## config.mk

```make
export PLATFORM = sky130hd
export DESIGN_NAME = swt_sys_regs
export DESIGN_NICKNAME = d
export VERILOG_FILES = /design/src/common/swt_pkg.sv /design/src/common/swt_tick_if.sv /design/src/swt_tick_gen.sv /design/src/swt_sys_regs.sv
export SDC_FILE = /design/constraint.sdc
export NUM_CORES = 1
export LEC_CHECK = 0
export ABC_AREA = 1
export BUFFER_PORTS_ARGS = -buffer_cell sky130_fd_sc_hd__buf_2
export CAP_MARGIN = 5
export CORE_ASPECT_RATIO = 1.2
export CORE_MARGIN = 4
export CORE_UTILIZATION = 49
export CTS_BUF_LIST = sky130_fd_sc_hd__clkbuf_2 sky130_fd_sc_hd__clkbuf_4 sky130_fd_sc_hd__clkbuf_8
export DETAILED_ROUTE_END_ITERATION = 10
export PLACE_DENSITY = 0.78
export SLEW_MARGIN = 5
export SYNTH_ARGS = -nofsm -noshare
export SYNTH_HDL_FRONTEND = slang
export SYNTH_HIERARCHICAL = 1
export SYNTH_SLANG_ARGS = --single-unit
```

## constraint.sdc

```tcl
create_clock -name clk -period 2.2 [get_ports clk]
set_clock_uncertainty 0.15 [all_clocks]
set_input_delay 0.44 -clock clk [delete_from_list [all_inputs] [get_ports clk]]
set_output_delay 0.44 -clock clk [all_outputs]
set_load 0.02 [all_outputs]
```

## src/common/swt_pkg.sv

```systemverilog
/*
  Package of the system options and wakeup timer group: register
  offsets, field positions, reset values and timing counts.
  Assumes a 25 MHz system clock and a 32-bit classic Wishbone bus.
*/
package swt_pkg;
  localparam logic [7:0] SWT_ADR_OPTIONS_TWO = 8'h00;
  localparam logic [7:0] SWT_ADR_PART_ID_HIGH = 8'h04;
  localparam logic [7:0] SWT_ADR_PART_ID_LOW = 8'h08;
  localparam logic [7:0] SWT_ADR_WAKEUP_SC = 8'h0C;

  localparam int SWT_BIT_WDOG_CLKSEL = 7;
  localparam int SWT_BIT_I2C_PINSEL = 1;
  localparam int SWT_BIT_CMP_CAPTURE = 0;
  localparam int SWT_BIT_WAKE_FLAG = 7;
  localparam int SWT_BIT_WAKE_ACK = 6;
  localparam int SWT_BIT_WAKE_CLKSEL = 5;
  localparam int SWT_BIT_WAKE_IRQEN = 4;
  localparam int SWT_PERIOD_MSB = 2;

  localparam logic [7:0] SWT_OPTIONS_TWO_RESET = 8'h00;
  localparam logic [7:0] SWT_WAKEUP_SC_RESET = 8'h00;
  localparam logic [3:0] SWT_ID_HIGH_RESERVED = 4'h0;

  localparam int SWT_CLK_HZ = 25000000;
  localparam int SWT_TICK_HZ = 1000;
  localparam int SWT_TICK_CYCLES = SWT_CLK_HZ / SWT_TICK_HZ;
  localparam int SWT_PIN_SYNC_STAGES = 3;
endpackage

```

## src/common/swt_tick_if.sv

```systemverilog
/*
  Interface carrying the 1 kHz tick and external clock event from the
  tick generator to the register group. One clock domain assumed.
*/
`timescale 1ns/1ps
`default_nettype none
interface swt_tick_if;
  logic tick_1khz;
  logic ext_edge;
  modport gen (output tick_1khz, output ext_edge);
  modport use_side (input tick_1khz, input ext_edge);
endinterface
`default_nettype wire

```

## src/swt_tick_gen.sv

```systemverilog
/*
  Tick generator: divides the system clock to a 1 kHz enable pulse and
  turns the external crystal pin into a one-cycle rising edge event.
  Assumes the crystal is far slower than the system clock.
*/
`timescale 1ns/1ps
`default_nettype none
module swt_tick_gen #(
  parameter int TICK_CYCLES = swt_pkg::SWT_TICK_CYCLES
) (
  input wire logic clk,
  input wire logic rst,
  input wire logic ext_clk_pin,
  swt_tick_if.gen tick
);
  localparam int CW = $clog2(TICK_CYCLES);
  logic [CW-1:0] div_q;
  logic [2:0] sync_q;
  logic ext_level_q;
  wire div_wrap = (div_q == CW'(TICK_CYCLES - 1));
  // Change counts once stages two and three agree
  wire ext_stable = (sync_q[1] == sync_q[2]);

  always_ff @(posedge clk) begin
    if (rst) begin
      div_q <= '0;
    end else begin
      div_q <= div_wrap ? '0 : div_q + CW'(1);
    end
  end

  always_ff @(posedge clk) begin
    if (rst) begin
      sync_q <= 3'h0;
      ext_level_q <= 1'b0;
    end else begin
      sync_q <= {sync_q[1:0], ext_clk_pin};
      if (ext_stable) begin
        ext_level_q <= sync_q[2];
      end
    end
  end

  assign tick.tick_1khz = div_wrap;
  assign tick.ext_edge = ext_stable && sync_q[2] && !ext_level_q;
endmodule
`default_nettype wire

```

## src/swt_sys_regs.sv

```systemverilog
/*
  System options two, part identification pair and periodic wakeup
  timer, as a classic Wishbone slave with 32-bit data.
  Assumes single-cycle classic masters and one system clock.
*/
`timescale 1ns/1ps
`default_nettype none
module swt_sys_regs #(
  parameter logic [11:0] PART_NUMBER = 12'h5A3, // Arbitrary value
  parameter int TICK_CYCLES = swt_pkg::SWT_TICK_CYCLES
) (
  input wire logic clk,
  input wire logic rst,
  input wire logic wb_cyc_i,
  input wire logic wb_stb_i,
  input wire logic wb_we_i,
  input wire logic [7:0] wb_adr_i,
  input wire logic [3:0] wb_sel_i,
  input wire logic [31:0] wb_dat_i,
  output logic [31:0] wb_dat_o,
  output logic wb_ack_o,
  output logic wb_err_o,
  input wire logic ext_clk_pin,
  output logic watchdog_clock_select,
  output logic i2c_pin_select,
  output logic comparator_to_capture_enable,
  output logic wakeup_irq,
  output logic wakeup_timeout_pulse
);
  swt_tick_if tick_bus ();

  swt_tick_gen #(
    .TICK_CYCLES(TICK_CYCLES)
  ) u_tick (
    .clk(clk),
    .rst(rst),
    .ext_clk_pin(ext_clk_pin),
    .tick(tick_bus)
  );

  function automatic logic [15:0] period_count(input logic ext_sel, input logic [2:0] code);
    logic [15:0] n;
    n = 16'h0000;
    if (ext_sel) begin
      unique case (code)
        3'h1: n = 16'h00FF;
        3'h2: n = 16'h03FF;
        3'h3: n = 16'h07FF;
        3'h4: n = 16'h0FFF;
        3'h5: n = 16'h1FFF;
        3'h6: n = 16'h3FFF;
        3'h7: n = 16'h7FFF;
        default: n = 16'h0000;
      endcase
    end else begin
      unique case (code)
        3'h1: n = 16'h0007;
        3'h2: n = 16'h001F;
        3'h3: n = 16'h003F;
        3'h4: n = 16'h007F;
        3'h5: n = 16'h00FF;
        3'h6: n = 16'h01FF;
        3'h7: n = 16'h03FF;
        default: n = 16'h0000;
      endcase
    end
    return n;
  endfunction

  // Register state
  logic wdog_sel_q;
  logic wdog_locked_q;
  logic i2c_sel_q;
  logic cmp_cap_q;
  logic wake_flag_q;
  logic wake_clksel_q;
  logic wake_irqen_q;
  logic [2:0] wake_period_q;
  logic [15:0] wake_cnt_q;
  logic ack_q;
  logic [31:0] rdata_q;

  // Bus decode; answer one cycle after the request, ack dropped after
  wire req = wb_cyc_i && wb_stb_i && !ack_q;
  wire lane0 = wb_sel_i[0];
  wire hit_opt = (wb_adr_i == swt_pkg::SWT_ADR_OPTIONS_TWO);
  wire hit_idh = (wb_adr_i == swt_pkg::SWT_ADR_PART_ID_HIGH);
  wire hit_idl = (wb_adr_i == swt_pkg::SWT_ADR_PART_ID_LOW);
  wire hit_wsc = (wb_adr_i == swt_pkg::SWT_ADR_WAKEUP_SC);
  wire mapped = hit_opt || hit_idh || hit_idl || hit_wsc;
  wire wr_opt = req && wb_we_i && lane0 && hit_opt;
  wire wr_wsc = req && wb_we_i && lane0 && hit_wsc;

  wire [7:0] opt_rd = {wdog_sel_q, 5'h00, i2c_sel_q, cmp_cap_q};
  // Reserved nibble reads a fixed zero; ID writes fall through unused
  wire [7:0] idh_rd = {swt_pkg::SWT_ID_HIGH_RESERVED, PART_NUMBER[11:8]};
  wire [7:0] idl_rd = PART_NUMBER[7:0];
  // Acknowledge and bit 3 always read zero
  wire [7:0] wsc_rd = {wake_flag_q, 1'b0, wake_clksel_q, wake_irqen_q, 1'b0, wake_period_q};
  wire [7:0] rd_mux = hit_opt ? opt_rd :
                      hit_idh ? idh_rd :
                      hit_idl ? idl_rd :
                      hit_wsc ? wsc_rd : 8'h00;

  always_ff @(posedge clk) begin
    if (rst) begin
      ack_q <= 1'b0;
      rdata_q <= 32'h00000000;
    end else begin
      ack_q <= req;
      if (req) begin
        rdata_q <= {24'h000000, rd_mux};
      end
    end
  end

  assign wb_ack_o = ack_q && mapped;
  assign wb_err_o = ack_q && !mapped;
  assign wb_dat_o = rdata_q;

  // Options register two
  wire wdog_wr = wr_opt && !wdog_locked_q;
  always_ff @(posedge clk) begin
    if (rst) begin
      wdog_sel_q <= swt_pkg::SWT_OPTIONS_TWO_RESET[swt_pkg::SWT_BIT_WDOG_CLKSEL];
      wdog_locked_q <= 1'b0;
      i2c_sel_q <= swt_pkg::SWT_OPTIONS_TWO_RESET[swt_pkg::SWT_BIT_I2C_PINSEL];
      cmp_cap_q <= swt_pkg::SWT_OPTIONS_TWO_RESET[swt_pkg::SWT_BIT_CMP_CAPTURE];
    end else begin
      if (wdog_wr) begin
        wdog_sel_q <= wb_dat_i[swt_pkg::SWT_BIT_WDOG_CLKSEL];
        wdog_locked_q <= 1'b1;
      end
      if (wr_opt) begin
        i2c_sel_q <= wb_dat_i[swt_pkg::SWT_BIT_I2C_PINSEL];
        cmp_cap_q <= wb_dat_i[swt_pkg::SWT_BIT_CMP_CAPTURE];
      end
    end
  end

  assign watchdog_clock_select = wdog_sel_q;
  assign i2c_pin_select = i2c_sel_q;
  assign comparator_to_capture_enable = cmp_cap_q;

  // Wakeup control fields
  wire [2:0] new_period = wb_dat_i[swt_pkg::SWT_PERIOD_MSB:0];
  wire new_clksel = wb_dat_i[swt_pkg::SWT_BIT_WAKE_CLKSEL];
  wire cfg_change = wr_wsc && ((new_period != wake_period_q) || (new_clksel != wake_clksel_q));
  wire ack_write = wr_wsc && wb_dat_i[swt_pkg::SWT_BIT_WAKE_ACK];

  always_ff @(posedge clk) begin
    if (rst) begin
      wake_clksel_q <= swt_pkg::SWT_WAKEUP_SC_RESET[swt_pkg::SWT_BIT_WAKE_CLKSEL];
      wake_irqen_q <= swt_pkg::SWT_WAKEUP_SC_RESET[swt_pkg::SWT_BIT_WAKE_IRQEN];
      wake_period_q <= swt_pkg::SWT_WAKEUP_SC_RESET[swt_pkg::SWT_PERIOD_MSB:0];
    end else if (wr_wsc) begin
      wake_clksel_q <= new_clksel;
      wake_irqen_q <= wb_dat_i[swt_pkg::SWT_BIT_WAKE_IRQEN];
      wake_period_q <= new_period;
    end
  end

  // Timer count; the 1 kHz divider free-runs, so the first tick
  // after a restart can come early by up to one tick period.
  wire src_tick = wake_clksel_q ? tick_bus.ext_edge : tick_bus.tick_1khz;
  wire timer_on = (wake_period_q != 3'h0);
  wire [15:0] last_count = period_count(wake_clksel_q, wake_period_q);
  wire timeout = timer_on && src_tick && (wake_cnt_q == last_count);

  always_ff @(posedge clk) begin
    if (rst) begin
      wake_cnt_q <= 16'h0000;
    end else if (cfg_change || !timer_on || timeout) begin
      wake_cnt_q <= 16'h0000;
    end else if (src_tick) begin
      wake_cnt_q <= wake_cnt_q + 16'h0001;
    end
  end

  // Flag: a timeout in the acknowledge cycle wins over the clear
  always_ff @(posedge clk) begin
    if (rst) begin
      wake_flag_q <= 1'b0;
    end else if (timeout) begin
      wake_flag_q <= 1'b1;
    end else if (ack_write) begin
      wake_flag_q <= 1'b0;
    end
  end

  assign wakeup_irq = wake_flag_q && wake_irqen_q;
  assign wakeup_timeout_pulse = timeout;

  // Checks
  lock_hold_a: assert property (@(posedge clk) disable iff (rst)
    wdog_locked_q && wr_opt |=> $stable(wdog_sel_q))
    else $error("watchdog select changed after lock");
  first_write_a: assert property (@(posedge clk) disable iff (rst)
    wr_opt && !wdog_locked_q |=> wdog_sel_q == $past(wb_dat_i[7]) && wdog_locked_q)
    else $error("first watchdog select write lost");
  pin_select_a: assert property (@(posedge clk) disable iff (rst)
    wr_opt |=> i2c_sel_q == $past(wb_dat_i[1]) && cmp_cap_q == $past(wb_dat_i[0]))
    else $error("options write not stored");
  id_const_a: assert property (@(posedge clk) disable iff (rst)
    ack_q && $past(hit_idl) |-> wb_dat_o == {24'h000000, PART_NUMBER[7:0]})
    else $error("part id low wrong");
  id_reserved_a: assert property (@(posedge clk) disable iff (rst)
    ack_q && $past(hit_idh) |-> wb_dat_o[31:4] == 28'h0000000)
    else $error("part id high upper bits wrong");
  flag_set_a: assert property (@(posedge clk) disable iff (rst)
    timeout |=> wake_flag_q)
    else $error("timeout did not set flag");
  flag_clear_a: assert property (@(posedge clk) disable iff (rst)
    ack_write && !timeout |=> !wake_flag_q)
    else $error("acknowledge did not clear flag");
  flag_hold_a: assert property (@(posedge clk) disable iff (rst)
    wake_flag_q && !ack_write |=> wake_flag_q)
    else $error("flag dropped without acknowledge");
  irq_gate_a: assert property (@(posedge clk) disable iff (rst)
    wakeup_irq == (wake_flag_q && wake_irqen_q))
    else $error("interrupt gating wrong");
  disabled_quiet_a: assert property (@(posedge clk) disable iff (rst)
    wake_period_q == 3'h0 |-> !timeout)
    else $error("timeout while disabled");
  restart_cnt_a: assert property (@(posedge clk) disable iff (rst)
    cfg_change || timeout |=> wake_cnt_q == 16'h0000)
    else $error("counter not restarted");
  ack_once_a: assert property (@(posedge clk) disable iff (rst)
    wb_ack_o |=> !wb_ack_o)
    else $error("ack held two cycles");
  ext_period_a: assert property (@(posedge clk) disable iff (rst)
    timeout && wake_clksel_q && wake_period_q == 3'h1 |-> wake_cnt_q == 16'h00FF)
    else $error("external period wrong");
  int_period_a: assert property (@(posedge clk) disable iff (rst)
    timeout && !wake_clksel_q && wake_period_q == 3'h1 |-> wake_cnt_q == 16'h0007)
    else $error("internal period wrong");

  // Bus answer: exactly one of ack or err, one cycle after the take
  answer_excl_a: assert property (@(posedge clk) disable iff (rst)
    !(wb_ack_o && wb_err_o))
    else $error("ack and err together");

  answer_follows_a: assert property (@(posedge clk) disable iff (rst)
    req |=> (wb_ack_o || wb_err_o))
    else $error("request not answered");

  no_spurious_ack_a: assert property (@(posedge clk) disable iff (rst)
    !req |=> !wb_ack_o && !wb_err_o)
    else $error("answer without request");

  dat_upper_a: assert property (@(posedge clk) disable iff (rst)
    wb_dat_o[31:8] == 24'h000000)
    else $error("read data upper bits set");

  idh_number_a: assert property (@(posedge clk) disable iff (rst)
    ack_q && $past(hit_idh) |-> wb_dat_o[3:0] == PART_NUMBER[11:8])
    else $error("part id high number wrong");

  // Options two outputs and the write-once lock
  wdog_out_a: assert property (@(posedge clk) disable iff (rst)
    watchdog_clock_select == wdog_sel_q)
    else $error("watchdog select output wrong");

  lock_set_a: assert property (@(posedge clk) disable iff (rst)
    wr_opt |=> wdog_locked_q)
    else $error("lock not taken");

  lock_stays_a: assert property (@(posedge clk) disable iff (rst)
    wdog_locked_q |=> wdog_locked_q)
    else $error("lock dropped before reset");

  opt_keep_a: assert property (@(posedge clk) disable iff (rst)
    !wr_opt |=> $stable(i2c_sel_q) && $stable(cmp_cap_q))
    else $error("options changed without write");

  route_out_a: assert property (@(posedge clk) disable iff (rst)
    comparator_to_capture_enable == cmp_cap_q)
    else $error("capture route output wrong");

  // Wakeup register reads and stores
  wsc_flag_rd_a: assert property (@(posedge clk) disable iff (rst)
    ack_q && $past(hit_wsc) |-> wb_dat_o[7] == $past(wake_flag_q))
    else $error("flag read wrong");

  wsc_ack_rd_a: assert property (@(posedge clk) disable iff (rst)
    ack_q && $past(hit_wsc) |-> wb_dat_o[6] == 1'b0)
    else $error("acknowledge bit read nonzero");

  clksel_store_a: assert property (@(posedge clk) disable iff (rst)
    wr_wsc |=> wake_clksel_q == $past(wb_dat_i[5]))
    else $error("clock select not stored");

  irqen_store_a: assert property (@(posedge clk) disable iff (rst)
    wr_wsc |=> wake_irqen_q == $past(wb_dat_i[4]))
    else $error("interrupt enable not stored");

  period_store_a: assert property (@(posedge clk) disable iff (rst)
    wr_wsc |=> wake_period_q == $past(wb_dat_i[2:0]))
    else $error("period not stored");

  // Counter behaviour between timeouts
  cnt_idle_a: assert property (@(posedge clk) disable iff (rst)
    !timer_on |=> wake_cnt_q == 16'h0000)
    else $error("counter runs while disabled");

  cnt_step_a: assert property (@(posedge clk) disable iff (rst)
    timer_on && src_tick && !timeout && !cfg_change |=>
      wake_cnt_q == $past(wake_cnt_q) + 16'h0001)
    else $error("counter missed a tick");

  cnt_hold_a: assert property (@(posedge clk) disable iff (rst)
    timer_on && !src_tick && !cfg_change |=> $stable(wake_cnt_q))
    else $error("counter moved without tick");

  cnt_bound_a: assert property (@(posedge clk) disable iff (rst)
    timer_on |-> wake_cnt_q <= last_count)
    else $error("counter beyond period");

  ext_top_a: assert property (@(posedge clk) disable iff (rst)
    timeout && wake_clksel_q && wake_period_q == 3'h7 |-> wake_cnt_q == 16'h7FFF)
    else $error("longest external period wrong");

  int_top_a: assert property (@(posedge clk) disable iff (rst)
    timeout && !wake_clksel_q && wake_period_q == 3'h7 |-> wake_cnt_q == 16'h03FF)
    else $error("longest internal period wrong");

  irq_needs_flag_a: assert property (@(posedge clk) disable iff (rst)
    wakeup_irq |-> wake_flag_q)
    else $error("interrupt without flag");

  // Tick sources are single-cycle events
  tick_single_a: assert property (@(posedge clk) disable iff (rst)
    tick_bus.tick_1khz |=> !tick_bus.tick_1khz)
    else $error("tick longer than one cycle");

  ext_single_a: assert property (@(posedge clk) disable iff (rst)
    tick_bus.ext_edge |=> !tick_bus.ext_edge)
    else $error("external edge longer than one cycle");
endmodule
`default_nettype wire

```

==> reports/results.txt <==
Pin count of the biggest net entering global routing: 17
Initial Util: 50.7%
Synth cell count leaders: 110 x nand2_1, 75 x nor2_1, 64 x inv_1, 52 x dfxtp_1, 29 x buf_4
Post-DP HPWL: 5170 um
Top cells by area, synth: dfxtp_1 34%, nand2_1 13%, nor2_1 9.1%
Hold buffers post-CTS: 0
Placed cell count: 605
Vias: 2938
Area growth syn-to-layout: 20.0%
Async set-reset flop share out of synthesis: 0%
First-pass GRT wire length: 11400 um
Worst Hold End: u_tick/sync_q[0]$_SDFF_PP0_
CP Class: reg -> out
Die height: 95.0 um
PortBufs: 34
CTS Buffer Depth: 2
Crit path DAT: 1.92 ns
Chip Width: 80.5 um
Final setup viols: 1
Total CTS buffers: 5
Initial antenna violation count: 0
Core Footprint: 6090 um2
Hold path cells: 3
1st-pass router iterations: 4
Clock Pin Slew Worst Setup and Hold Paths: 0.09 ns
R2R Setup Slk: 0.10 ns
GRT Util Overall: 18.6%
Syn Std Cell Area: 3090 um2
Power Dens Cells: 489 nW/um2
Row count: 31
Seq/Total Area, Yosys: 33.7%
Fmax: 398 MHz
Final Util: 60.9%
Worst slew pin tran: 0.621 ns
Top Ports: 89
Synth cell types: 32
Antenna Cells: 0
Crit-path max FO: 2
Number of remaining DRC errors: 0
Violated checks: negative setup slack
Crit. End Element: output pin
Peak VDD IR: 0.000348 V
EDFF count, synth: 0
Status: finished, violations left
Avg Cell Area, Syn: 6.59 um2
Vias/cell: 4.75
RSZ-0062 raised after global routing: true
Main synth FF type: dfxtp_1
Post-Route WL: 7040 um
Fin. max-slew vios: 0
WL/cell: 11.4 um
Post-synth top area cell: dfxtp_1
Yosys warning count: 6
Number of max-cap violations: 0
Critical path required time: 1.61 ns
Critical Path Start: u_tick/div_q[0]$_SDFF_PP0_
Total power: 1.82 mW
Yosys reg bits: 52
Share of cells above drive strength 1: 20.9%
Hold Path Class: in -> reg
Hold_sp: ext_clk_pin
Reg2reg path depth: 14
GP Congestion: 0.859
Minimum clock period after layout: 2.51 ns
Final net count: 590
Worst Setup Slack, final: -0.313 ns
Cell count after synthesis: 469
Max-Slew Margin vs Limit: 58.4%
Fin. Hold Viols: 0
Worst R2R End: wake_cnt_q[6]$_SDFFE_PP0P_
Die area: 7650 um2
Dpl ws: -0.101 ns
H-tree level count: 2
Top cell type's share of synthesized area: 33.7%
Final period util: 114%
Grt ovf: 0
Worst-Skew Late Latency: 0.31 ns
CTS root buf: clkbuf_8
Setup TNS: -0.313 ns
DRT iter0 DRCs: 148
CTS tree: built
Leakage: 1.70 nW
Count leader, synth: nand2_1
Post-route insts no fill: 619
ANT nets after route: 0
Reg2reg start: u_tick/div_q[0]$_SDFF_PP0_
Number of global-route vias before repair: 2792
Sink Count: 52
Startpoint Class: register
[state kept, by name (all words and copies together), names as in the netlist, 3 cells and up]
signal / flops
u_tick/sync_q: 3
wake_cnt_q: 16
wb_dat_o: 6
wake_period_q: 3
u_tick/div_q: 15
[metrics by stage]
step | hold slack [ns] | cell area [um2]
after floorplan | 0.238 | 3200
after global placement | 0.258 | 3430
after detailed placement | 0.263 | 3430
after CTS | 0.171 | 3660
after global routing | 0.166 | 3710
final | 0.181 | 3710
[where the power goes]
part           total (mW)  switching [mW]  internal (mW)
combinational       0.152           0.106         0.0464
sequential          0.964         0.00837          0.956
clock               0.699           0.327          0.372
total                1.82           0.441           1.37
[timing repair]
action                                  CTS  global route
gates resized for setup                  15            13
cloned                                    0             1
setup buffers                            12             5
endpoints found under the setup margin   12            18
pin swaps                                13            12
[kinds of logic after synthesis]
kind of cell	share of synthesized area, %
adders and majority gates	1.62
buffers and inverters	15.8
other	0.121
and+or+nand+nor	34.8
xor gates and xnor gates	5.67
DFF	33.7
AOI/OAI and AO/OA	8.26
[worst max-delay path by stage]
stage | depth (start not counted) | slack [ns] | to
after detailed placement | 14 | -0.10 | wakeup_timeout_pulse
after CTS | 14 | -0.31 | wakeup_timeout_pulse
final | 14 | -0.31 | wakeup_timeout_pulse
after floorplan | 13 | 0.01 | wakeup_timeout_pulse
after global placement | 14 | -0.1 | wakeup_timeout_pulse
after global routing | 14 | -0.48 | wakeup_timeout_pulse
[per-layer routing]
layer / share of wire, % / vias up / GRT usage (%) / wire, um
met5: 0 / - / 0 / 0
met4: 1.7 / 0 / 7.89 / 119
met3: 4.3 / 11 / 3.82 / 302
met2: 54 / 56 / 35.8 / 3770
met1: 40 / 1329 / 19.2 / 2840
li1: - / 1542 / - / -
[worst max-delay path, cell delays in order, from the launching register on]
cell and delay [ns]:
dfxtp_2 0.37, ha_4 0.15, nand2_4 0.05, nor2_4 0.10, nand2_2 0.06, nor2_4 0.11, nand2_2 0.07, nand2_2 0.08
nand2_2 0.06, nor2_2 0.11, nand3b_1 0.08, nor2_1 0.12, nand3_2 0.09, inv_2 0.06, buf_6 0.10
[final cells by class]
type,count,area [um2]
clock buffer,6,82.6
sequential,52,1040
fill,568,2380
tap,82,103
inverter,67,251
clock inverter,2,38.8
timing repair buffer,66,424
multi-input combinational,344,1770
[cell usage in the layout, fill, tap and decap left out]
| cell type | count |
|---|---|
| nand2_1 | 105 |
| nor2_1 | 69 |
| inv_1 | 62 |
| dfxtp_1 | 50 |
| buf_2 | 33 |
| buf_4 | 30 |
| a21oi_1 | 26 |
| conb_1 | 26 |
| nand3_1 | 21 |
| o21ai_0 | 17 |
| xor2_1 | 15 |
| nand4_1 | 10 |
| nand2_2 | 9 |
| nor2_4 | 8 |
| clkbuf_8 | 6 |
| inv_2 | 5 |
| xnor2_1 | 5 |
| nand3b_1 | 4 |
| nor2_2 | 3 |
| nor3_1 | 3 |
| nand3_2 | 3 |
| nand2_4 | 3 |
| ha_1 | 3 |
| buf_6 | 3 |
| o21ai_1 | 2 |
| o211ai_1 | 2 |
| or2_0 | 2 |
| dfxtp_2 | 2 |
| or2_1 | 1 |
| nand4_2 | 1 |
| nand2_8 | 1 |
| nor3_4 | 1 |
| nor4_2 | 1 |
| o21a_1 | 1 |
| a21boi_0 | 1 |
| clkinv_4 | 1 |
| bufinv_16 | 1 |
| ha_4 | 1 |
Power figures use the tool's default switching activity.
